===== config.mk =====
export PLATFORM = sky130hd
export DESIGN_NAME = mec_top
export DESIGN_NICKNAME = d
export VERILOG_FILES = /design/src/logic/mec_pkg.sv /design/src/logic/mec_clk_div.sv /design/src/logic/mec_top.sv
export SDC_FILE = /design/constraint.sdc
export NUM_CORES = 1
export LEC_CHECK = 0
export BUFFER_PORTS_ARGS = -buffer_cell sky130_fd_sc_hd__buf_2
export CORE_UTILIZATION = 30
export CTS_BUF_LIST = sky130_fd_sc_hd__clkbuf_4 sky130_fd_sc_hd__clkbuf_8
export DETAILED_ROUTE_END_ITERATION = 8
export SYNTH_ARGS = -nofsm -noshare
export SYNTH_HDL_FRONTEND = slang
export SYNTH_SLANG_ARGS = --single-unit

===== constraint.sdc =====
create_clock -name mclk -period 1.75 [get_ports mclk]
set_input_delay 0.35 -clock mclk [delete_from_list [all_inputs] [get_ports mclk]]
set_output_delay 0.35 -clock mclk [all_outputs]
set_load 0.05 [all_outputs]

===== src/logic/mec_pkg.sv =====
// constants for the module enable and timer clock gating block
// Overview of operation
// - one shared 18 kHz clock feeds both timers
// - timer clock passes only while gate bit set
// - reference forced off during shutdown
// - shutdown never alters stored reference bit
// - every enable gated off during shutdown
`default_nettype none

package mec_pkg;

    // ------------------------------------------------------------------
    // clocking
    // ------------------------------------------------------------------
    // system clock rate in hertz
    localparam int unsigned MEC_MCLK_HZ = 100_000_000;
    // shared timer clock rate in hertz
    localparam int unsigned MEC_TIMER_CLK_HZ = 18_000;
    // cycles per half period of the timer clock, rounded down
    localparam int unsigned MEC_TIMER_HALF_CYCLES =
        MEC_MCLK_HZ / (2 * MEC_TIMER_CLK_HZ);

    // ------------------------------------------------------------------
    // register map
    // ------------------------------------------------------------------
    // address width seen by the bus slave
    localparam int unsigned MEC_ADDR_W = 12;
    // control register offset
    localparam logic [11:0] MEC_OFF_CTL0 = 12'h000;
    // status register offset
    localparam logic [11:0] MEC_OFF_STAT = 12'h004;
    // control register value after reset
    localparam logic [7:0] MEC_CTL0_RESET = 8'h00;
    // writable bits of the control register, bit 2 reserved
    localparam logic [7:0] MEC_CTL0_WMASK = 8'hFB;

    // ------------------------------------------------------------------
    // control register fields
    // ------------------------------------------------------------------
    localparam int unsigned MEC_BIT_KEY_SCAN = 7;
    localparam int unsigned MEC_BIT_CODEC = 6;
    localparam int unsigned MEC_BIT_REF_PD = 5;
    localparam int unsigned MEC_BIT_SERIAL = 4;
    localparam int unsigned MEC_BIT_TONE = 3;
    localparam int unsigned MEC_BIT_TIMER_GATE = 1;
    localparam int unsigned MEC_BIT_TIMER_IDLE = 0;

    // ------------------------------------------------------------------
    // status register fields
    // ------------------------------------------------------------------
    localparam int unsigned MEC_ST_GATE_ON = 0;
    localparam int unsigned MEC_ST_TIMER_LVL = 1;
    localparam int unsigned MEC_ST_REF_OFF = 2;
    localparam int unsigned MEC_ST_SHUTDOWN = 3;

    // ------------------------------------------------------------------
    // bus responses
    // ------------------------------------------------------------------
    localparam logic [1:0] MEC_RESP_OKAY = 2'h0;
    localparam logic [1:0] MEC_RESP_DECERR = 2'h3;

endpackage

`default_nettype wire


===== src/logic/mec_clk_div.sv =====
// divider that makes the shared timer square wave from the system clock
`timescale 1ns/1ps
`default_nettype none

module mec_clk_div
    import mec_pkg::*;
#(
    parameter int unsigned HALF_CYCLES = MEC_TIMER_HALF_CYCLES
)
(
    // clock and reset
    input wire logic mclk,
    input wire logic rst_n,
    input wire logic clk_en,
    // divided clock level
    output logic div_clk
);

    // ------------------------------------------------------------------
    // half period counter
    // ------------------------------------------------------------------
    localparam int unsigned CW = (HALF_CYCLES > 1) ? $clog2(HALF_CYCLES) : 1;

    // cycles spent in the current half period
    logic [CW-1:0] cnt;
    // end of a half period
    wire logic half_done = (cnt == CW'(HALF_CYCLES - 1));

    // count and toggle; frozen while the clock enable is low
    always_ff @(posedge mclk or negedge rst_n)
    begin
        if (!rst_n)
        begin
            cnt <= '0;
            div_clk <= 1'b0;
        end
        else if (clk_en)
        begin
            cnt <= half_done ? '0 : cnt + 1'b1;
            if (half_done)
            begin
                div_clk <= ~div_clk;
            end
        end
    end

endmodule // mec_clk_div

`default_nettype wire


===== src/logic/mec_top.sv =====
// module enable register with timer clock gating and reference control
//
// Implementation choices: the register addresses and register access over AXI4-Lite.
`timescale 1ns/1ps
`default_nettype none

module mec_top
    import mec_pkg::*;
#(
    parameter int unsigned TIMER_HALF_CYCLES = MEC_TIMER_HALF_CYCLES
)
(
    // clock, reset, enable
    input wire logic mclk,
    input wire logic rst_n,
    input wire logic clk_en,
    // shutdown indicator from the on-chip sequencer, same clock
    input wire logic shutdown_active,
    // axi4-lite write address
    input wire logic s_awvalid,
    output logic s_awready,
    input wire logic [MEC_ADDR_W-1:0] s_awaddr,
    input wire logic [2:0] s_awprot,
    // axi4-lite write data
    input wire logic s_wvalid,
    output logic s_wready,
    input wire logic [31:0] s_wdata,
    input wire logic [3:0] s_wstrb,
    // axi4-lite write response
    output logic s_bvalid,
    input wire logic s_bready,
    output logic [1:0] s_bresp,
    // axi4-lite read address
    input wire logic s_arvalid,
    output logic s_arready,
    input wire logic [MEC_ADDR_W-1:0] s_araddr,
    input wire logic [2:0] s_arprot,
    // axi4-lite read data
    output logic s_rvalid,
    input wire logic s_rready,
    output logic [31:0] s_rdata,
    output logic [1:0] s_rresp,
    // timer count inputs of the microcontroller
    output logic timer_zero_count_input,
    output logic timer_one_count_input,
    // analog reference power down, high means off
    output logic analog_ref_power_down,
    // gated block enables
    output logic key_scan_enable,
    output logic codec_enable,
    output logic serial_port_enable,
    output logic tone_ringer_enable
);

    // ------------------------------------------------------------------
    // address decode helper
    // ------------------------------------------------------------------
    // word compare; the low two bits only select a byte lane
    function automatic logic addr_hit(input logic [MEC_ADDR_W-1:0] a,
                                      input logic [MEC_ADDR_W-1:0] off);
        return a[MEC_ADDR_W-1:2] == off[MEC_ADDR_W-1:2];
    endfunction

    // ------------------------------------------------------------------
    // storage
    // ------------------------------------------------------------------
    // module_enable_ctl_0 contents
    logic [7:0] module_enable_ctl_0;
    // write address parked until its data arrives
    logic [MEC_ADDR_W-1:0] aw_addr;
    logic aw_held;
    // write data parked until its address arrives
    logic [7:0] w_data;
    logic w_lane0;
    logic w_held;
    // shared timer clock level
    logic shared_clk;

    // ------------------------------------------------------------------
    // shared timer clock source
    // ------------------------------------------------------------------
    // single divider feeds both timers
    mec_clk_div #(
        .HALF_CYCLES(TIMER_HALF_CYCLES)
    ) u_div (
        .mclk(mclk),
        .rst_n(rst_n),
        .clk_en(clk_en),
        .div_clk(shared_clk)
    );

    // ------------------------------------------------------------------
    // bus decode
    // ------------------------------------------------------------------
    // handshakes on the write address, write data and read address channels
    wire logic aw_hs = s_awvalid & s_awready;
    wire logic w_hs = s_wvalid & s_wready;
    wire logic ar_hs = s_arvalid & s_arready;
    // write commits once both halves are parked and no response waits
    wire logic wr_fire = aw_held & w_held & ~s_bvalid;
    wire logic wr_ctl = addr_hit(aw_addr, MEC_OFF_CTL0);
    wire logic wr_ok = wr_ctl | addr_hit(aw_addr, MEC_OFF_STAT);
    // status is read only, so writing it is accepted and dropped
    wire logic rd_ctl = addr_hit(s_araddr, MEC_OFF_CTL0);
    wire logic rd_stat = addr_hit(s_araddr, MEC_OFF_STAT);

    // ------------------------------------------------------------------
    // gating
    // ------------------------------------------------------------------
    // every enable masked while shut down
    wire logic [7:0] live_ctl =
        shutdown_active ? 8'h00 : module_enable_ctl_0;
    // timer clock passes only when gate bit set
    wire logic gate_on = live_ctl[MEC_BIT_TIMER_GATE];
    // gated timers sit at the idle level bit
    wire logic next_timer =
        gate_on ? shared_clk : module_enable_ctl_0[MEC_BIT_TIMER_IDLE];
    // reference off in shutdown whatever the bit says
    wire logic next_ref_off =
        module_enable_ctl_0[MEC_BIT_REF_PD] | shutdown_active;
    // status word shows what the pins are really doing
    wire logic [31:0] stat_word = {28'h0000000, shutdown_active,
        analog_ref_power_down, timer_zero_count_input, gate_on};
    wire logic [31:0] next_rdata = rd_ctl ? {24'h000000, module_enable_ctl_0}
        : (rd_stat ? stat_word : 32'h00000000);

    // ------------------------------------------------------------------
    // write channels
    // ------------------------------------------------------------------
    // park address and data separately; either may come first
    always_ff @(posedge mclk or negedge rst_n)
    begin
        if (!rst_n)
        begin
            aw_held <= 1'b0;
            aw_addr <= '0;
            s_awready <= 1'b1;
            w_held <= 1'b0;
            w_data <= 8'h00;
            w_lane0 <= 1'b0;
            s_wready <= 1'b1;
            s_bvalid <= 1'b0;
            s_bresp <= MEC_RESP_OKAY;
        end
        else if (clk_en)
        begin
            if (aw_hs)
            begin
                aw_held <= 1'b1;
                aw_addr <= s_awaddr;
                s_awready <= 1'b0;
            end
            if (w_hs)
            begin
                w_held <= 1'b1;
                w_data <= s_wdata[7:0];
                w_lane0 <= s_wstrb[0];
                s_wready <= 1'b0;
            end
            // response once both halves are in
            if (wr_fire)
            begin
                aw_held <= 1'b0;
                w_held <= 1'b0;
                s_bvalid <= 1'b1;
                s_bresp <= wr_ok ? MEC_RESP_OKAY : MEC_RESP_DECERR;
            end
            // reopen both channels when the response is taken
            else if (s_bvalid && s_bready)
            begin
                s_bvalid <= 1'b0;
                s_awready <= 1'b1;
                s_wready <= 1'b1;
            end
        end
    end

    // ------------------------------------------------------------------
    // control register
    // ------------------------------------------------------------------
    // only a bus write changes the stored bits
    always_ff @(posedge mclk or negedge rst_n)
    begin
        if (!rst_n)
        begin
            module_enable_ctl_0 <= MEC_CTL0_RESET;
        end
        else if (clk_en && wr_fire && wr_ctl && w_lane0)
        begin
            module_enable_ctl_0 <= w_data & MEC_CTL0_WMASK;
        end
    end

    // ------------------------------------------------------------------
    // read channel
    // ------------------------------------------------------------------
    // one read at a time; unmapped words answer decode error
    always_ff @(posedge mclk or negedge rst_n)
    begin
        if (!rst_n)
        begin
            s_arready <= 1'b1;
            s_rvalid <= 1'b0;
            s_rdata <= 32'h00000000;
            s_rresp <= MEC_RESP_OKAY;
        end
        else if (clk_en)
        begin
            if (ar_hs)
            begin
                s_arready <= 1'b0;
                s_rvalid <= 1'b1;
                s_rdata <= next_rdata;
                s_rresp <= (rd_ctl | rd_stat) ? MEC_RESP_OKAY
                                              : MEC_RESP_DECERR;
            end
            else if (s_rvalid && s_rready)
            begin
                s_rvalid <= 1'b0;
                s_arready <= 1'b1;
            end
        end
    end

    // ------------------------------------------------------------------
    // output registers
    // ------------------------------------------------------------------
    // registered so the pins never glitch on decode changes
    always_ff @(posedge mclk or negedge rst_n)
    begin
        if (!rst_n)
        begin
            timer_zero_count_input <= 1'b0;
            timer_one_count_input <= 1'b0;
            analog_ref_power_down <= 1'b0;
            key_scan_enable <= 1'b0;
            codec_enable <= 1'b0;
            serial_port_enable <= 1'b0;
            tone_ringer_enable <= 1'b0;
        end
        else if (clk_en)
        begin
            // both timers take the same level
            timer_zero_count_input <= next_timer;
            timer_one_count_input <= next_timer;
            analog_ref_power_down <= next_ref_off;
            key_scan_enable <= live_ctl[MEC_BIT_KEY_SCAN];
            codec_enable <= live_ctl[MEC_BIT_CODEC];
            serial_port_enable <= live_ctl[MEC_BIT_SERIAL];
            tone_ringer_enable <= live_ctl[MEC_BIT_TONE];
        end
    end

    // ------------------------------------------------------------------
    // checks
    // ------------------------------------------------------------------
    a_timers_shared: assert property (
        @(posedge mclk) disable iff (!rst_n)
        timer_zero_count_input == timer_one_count_input)
        else $error("timer inputs differ");

    a_timer_gate_pass: assert property (
        @(posedge mclk) disable iff (!rst_n)
        (clk_en && gate_on) |=> (timer_zero_count_input == $past(shared_clk)))
        else $error("enabled timer input does not follow shared clock");

    a_timer_idle_level: assert property (
        @(posedge mclk) disable iff (!rst_n)
        (clk_en && !gate_on) |=>
            (timer_one_count_input == $past(module_enable_ctl_0[0])))
        else $error("gated timer input not at idle level");

    a_ref_off_shut: assert property (
        @(posedge mclk) disable iff (!rst_n)
        (clk_en && shutdown_active) |=> analog_ref_power_down)
        else $error("reference left on in shutdown");

    a_ref_bit_kept: assert property (
        @(posedge mclk) disable iff (!rst_n)
        ($rose(shutdown_active) && !wr_fire) |=> $stable(module_enable_ctl_0))
        else $error("shutdown changed stored control bits");

    a_enables_shut: assert property (
        @(posedge mclk) disable iff (!rst_n)
        (clk_en && shutdown_active) |=>
            !(key_scan_enable | codec_enable | serial_port_enable
              | tone_ringer_enable))
        else $error("block enabled during shutdown");

    a_enable_restore: assert property (
        @(posedge mclk) disable iff (!rst_n)
        (clk_en && !shutdown_active) |=>
            (codec_enable == $past(module_enable_ctl_0[6])))
        else $error("enable not restored after shutdown");

endmodule // mec_top

`default_nettype wire


### Word-level counts from Yosys, hierarchy flattened

Cells that the tools add are included.

* bits in registers: 90
* output and inout port bits: 48
* word-level logic and storage cells: 79

* add/subtract/negate cells: 1
* equal/unequal tests: 3
* multiplexer cells: 23
* bitwise gates (word level): 10
* reduce and logical (&&, ||, !) cells: 20

Operator list (number)
* == test 10 x 1 -> 1 bit (second input constant): 2
* logical NOT 10 bit: 2
* AND reduction 2 bit: 9
* two-way mux 1 bit: 17
* two-way mux 8 bit: 2
* adder 12 x 1 -> 12 bit (second input constant): 1
* == test 12 bit (second input constant): 1
* two-way mux 12 bit: 1
* nonzero test 2 bit: 4
* AND 1 bit: 5
* logical AND 1 bit: 5
* two-way mux 2 bit: 2
* two-way mux 4 bit: 1
* OR 1 bit: 3
* NOT 1 bit: 2

### Depth between registers and ports, before layout

* word-level depth: 5
* depth in mapped cells: 6

### Modules after synthesis

Synthesis repeated with hierarchy kept, for this count alone.

* cells, all modules: 258
* area, all modules: 2937.8 um^2

By module, submodules not included
* mec_top: instances 1, cells an instance 186, area each 2178.3 um^2
* mec_clk_div: instances 1, cells an instance 72, area each 759.5 um^2

### Least setup slack after synthesis

OpenSTA, ideal clock, no wires.

* kind: reg-to-reg
* start: register s_bvalid
* end: register module_enable_ctl_0[0]
* setup time: 0.125 ns
* arrival: 1.707 ns
* data required time: 1.625 ns
* setup slack: -0.082 ns
* stages on the path, launching flop included: 4
* buffers on the path: 0
* clock period less this slack: 1.832 ns
* path through: dfrtp_1 nand4b_2 nor4_4 mux2_2

* cells in the longest elaborated chain, start to end: 5

RTL lines
* start: declaration: RTL line mec_top.sv:30 `output logic s_bvalid,`
* start signal: assignment: RTL line mec_top.sv:142 `s_bvalid <= 1'b0;`
* start signal: assignment: RTL line mec_top.sv:165 `s_bvalid <= 1'b1;`
* start signal: assignment: RTL line mec_top.sv:171 `s_bvalid <= 1'b0;`
* NOT 1 bit: RTL line mec_top.sv:100 `wire logic wr_fire = aw_held & w_held & ~s_bvalid;`
* AND 1 bit: RTL line mec_top.sv:100
* logical AND 1 bit (3 in a row): RTL line mec_top.sv:188 `else if (clk_en && wr_fire && wr_ctl && w_lane0)`
* end signal: assignment: RTL line mec_top.sv:190 `module_enable_ctl_0 <= w_data & MEC_CTL0_WMASK;`
* end: declaration: RTL line mec_top.sv:68 `logic [7:0] module_enable_ctl_0;`

No other way between the ends.
A chain may end at the register's enable or synchronous reset.

### Final worst setup path

* start: register u_div.cnt[1]
* end: register u_div.cnt[2]

* cells in the longest elaborated chain, start to end: 2
* elaborated cells between the ends (all ways): 3
* those cells by class: add/sub: 1; eq/ne: 1; mux: 1

RTL lines
* start: declaration: RTL line mec_clk_div.sv:25 `logic [CW-1:0] cnt;`
* start signal: assignment: RTL line mec_clk_div.sv:39 `cnt <= half_done ? '0 : cnt + 1'b1;`
* adder 12 x 1 -> 12 bit / == test 12 bit (equally long branches): RTL line mec_clk_div.sv:39, mec_clk_div.sv:27
* two-way mux 12 bit *: RTL line mec_clk_div.sv:39

Mark *: on every way between the ends. The rest lies on a longest branch, timed or not.

==> metrics.md <==
| Metric | Value |
|---|---|
| Initial Util | `0.3162` |
| Power Dens Cells | `1238 nW/um^2` |
| Top cells by area, synth | `dfrtp_1 52%, mux2_2 10%, buf_4 7.7%` |
| Ys async rst share | `1.000` |
| Period Utilization, post-route | `0.9827` |
| Share of cells above drive strength 1 | `0.4112` |
| Site Rows | `34` |
| Final Hold Fails | `0` |
| Total power | `4.334 mW` |
| Reg-to-reg slack, setup | `0.03 ns` |
| Initial DRC count | `75` |
| Prevailing post-synth register cell | `dfrtp_1` |
| Layout Cells excl Fill | `429` |
| Max Slew Vio Count | `0` |
| Placed Area | `3201 um^2` |
| Max Freq | `581.5 MHz` |
| Setup-failing EPs final | `0` |
| Critical-path top delay cell | `dfrtp_1` |
| GR Util All Layers | `0.1191` |
| Worst path required time | `1.97 ns` |
| NumNets Final | `393` |
| Vias per inst | `4.587` |
| Setup WS post-layout | `0.03029 ns` |
| Die ar. | `9762 um^2` |
| Core Region | `8891 um^2` |
| Area Overhead vs Synth | `24.48%` |
| CTS H-tree depth | `3` |
| Sequential share of the synthesized area | `0.5443` |
| Yosys top cell area share | `0.5162` |
| # IOs | `123` |
| DP Cell Count | `411` |
| Hold WS | `0.2434 ns` |
| RSZ-0062 raised after global routing | `yes` |
| Clock buffer depth | `2` |
| Clk_lat worst skew | `0.33 ns` |
| First-pass GRT wire length | `8907 um` |
| Kind of critical path | `flop to flop` |
| DRC | `0` |
| Routed wire per std cell | `12.52 um` |
| DIE WIDTH | `98.81 um` |
| Cells after synthesis | `244` |
| GR Overflow Total | `0` |
| Warnings from Yosys | `0` |
| Die H | `98.81 um` |
| Cts bufs inserted | `9` |
| First drt pass iteration count | `5` |
| Data arrival, critical path | `1.94 ns` |
| Crit path max fanout | `4` |
| Root Buffer | `clkbuf_8` |
| Min cycle time layout | `1.720 ns` |
| VDD IR max | `0.9415 mV` |
| Port Buffer Count | `60` |
| Number of global-route vias before repair | `1880` |
| RD Place Congestion | `0.7577` |
| Hold Path Class | `primary input to flop` |
| TritonCTS clock tree | `built` |
| CP peak stage delay | `0.41 ns` |
| Worst Skew | `0.005835 ns` |
| Final core occ | `0.3936` |
| Setup TNS | `0 ns` |
| Synth Register Bits | `61` |
| Worst Setup End Kind | `flop` |
| Crit path cell chain | `inv_2 -> ha_4 -> or3b_4 -> nor4_4 -> buf_4 -> nor3_1 -> a21o_1` |
| Buffer and inverter count on the worst path | `2` |
| Via count | `1968` |
| Place WS | `-0.01154 ns` |
| Status | `finished, final reports clean` |
| DRT antenna net count | `0` |
| Initial antenna violation count | `0` |
| Synth area leader | `dfrtp_1` |
| Final WL | `5373 um` |
| Post-DP HPWL | `3846 um` |
| # diodes | `0` |
| Cell variety after synth | `41` |
| Clock transition at the registers of the reported paths | `0.07 ns` |
| Cell area after synthesis | `2811 um^2` |
| Clk sinks | `61` |
| Number of synthesized flops with an enable pin | `0` |
| Syn_area_per_cell | `11.52 um^2` |
| LEAKAGE | `1.734 nW` |
| Pin count of the biggest net entering global routing | `27` |
| Final Instance Area | `3500 um^2` |
| Crit path max-delay family | `simple AND/OR/NAND/NOR gates` |
| Startpoint types | `flop` |
| Max-cap viol count | `0` |
[where the power goes]
| part | switching, mW | internal, mW | total, mW |
|---|---|---|---|
| sequential | 0.269 | 1.76 | 2.03 |
| clock | 0.554 | 0.670 | 1.22 |
| combinational | 0.621 | 0.455 | 1.08 |
| total | 1.44 | 2.89 | 4.33 |
[metal layers]
metal | routed length (um) | up-vias | global-route usage
li1 | - | 933 | -
met1 | 2454 | 952 | 0.1492
met2 | 2527 | 79 | 0.1877
met3 | 318 | 4 | 0.04610
met4 | 73 | 0 | 0.04133
met5 | 0 | - | 0
[cells in the mapped netlist (2+ instances only)]
master,count
and3_1,4
mux2_2,26
nand3b_1,4
buf_1,2
a32o_1,2
a22o_1,4
nand3_1,10
dfstp_2,3
xnor2_1,4
xor2_1,5
nor2_1,12
nor3_1,5
or3b_2,2
dfrtp_1,58
nor4_1,3
clkbuf_1,4
a21oi_1,2
a21boi_0,2
mux2i_1,4
o21ai_0,10
ha_1,2
inv_1,10
nand4_1,2
buf_4,29
nand2_1,19
[state kept, by name, summed over array words and instances (netlist names), 7 cells and up]
name	cells
u_div.cnt	12
aw_addr	10
s_rdata	8
module_enable_ctl_0	7
w_data	7
[repair_timing]
item	in CTS	in global routing
setup endpoints to repair	7	10
resized for setup	1	20
buffers inserted	0	1
endpoints found under the hold margin	16	0
pin swaps	1	3
hold buffers	1	0
[kinds of logic after synthesis]
| group | after synthesis | share of synthesized area |
|---|---|---|
| buffers and inverters | 46 | 0.1006 |
| and+or+nand+nor | 69 | 0.1362 |
| muxes | 30 | 0.1184 |
| other | 1 | 0.001334 |
| xor gates and xnor gates | 9 | 0.02804 |
| AOI/OAI and AO/OA | 26 | 0.06231 |
| DFF | 61 | 0.5443 |
| adders and majority gates | 2 | 0.008899 |
[worst register-to-register path, stage by stage (launching register included)]
cell and delay [ns]:
dfrtp_1 0.41, inv_2 0.09, ha_4 0.12, or3b_4 0.38, nor4_4 0.26, buf_4 0.17, nor3_1 0.04, a21o_1 0.15
[final cells by class]
type,count,area [um^2]
well taps,108,135.1
clock buffers,10,131.4
flip-flops and latches,61,1531
multi-input cells,160,1176
inverters,10,37.54
clock inverters,6,63.81
fillers,874,5391
repair buffers,74,424.2
[path summary, 6_finish.rpt]
path,start,endpoint,cells past startpoint
max in group asynchronous,rst_n,key_scan_enable$_DFFE_PN0P_,3
worst min register to register,u_div.div_clk$_DFFE_PN0P_,u_div.div_clk$_DFFE_PN0P_,1
worst max register to register,u_div.cnt[1]$_DFFE_PN0P_,u_div.cnt[2]$_DFFE_PN0P_,7
worst max-delay path,u_div.cnt[1]$_DFFE_PN0P_,u_div.cnt[2]$_DFFE_PN0P_,7
worst min-delay path,s_wdata[4],w_data[4]$_DFFE_PN0P_,2
min in group asynchronous,rst_n,w_data[1]$_DFFE_PN0P_,2
[placed cells by master (no fill, tap or decap), types with 2 or more instances in the layout]
| cell | count |
|---|---|
| buf_4 | 11 |
| conb_1 | 24 |
| dfstp_2 | 3 |
| mux2_4 | 7 |
| o21ai_0 | 9 |
| nand4_1 | 2 |
| xor2_1 | 5 |
| or3b_4 | 2 |
| a21boi_0 | 2 |
| inv_1 | 8 |
| nor3_1 | 5 |
| clkinv_2 | 2 |
| a32o_1 | 2 |
| nand3_1 | 9 |
| nand2_1 | 19 |
| clkbuf_8 | 9 |
| nor2_1 | 12 |
| a21oi_1 | 2 |
| clkinvlp_4 | 2 |
| mux2i_1 | 4 |
| dfrtp_1 | 57 |
| inv_2 | 2 |
| xnor2_1 | 4 |
| and3_1 | 4 |
| mux2_2 | 19 |
| nand3b_1 | 4 |
| buf_2 | 60 |
| a22o_1 | 4 |
| nor4_4 | 3 |
(Power assumes the default switching activity.)
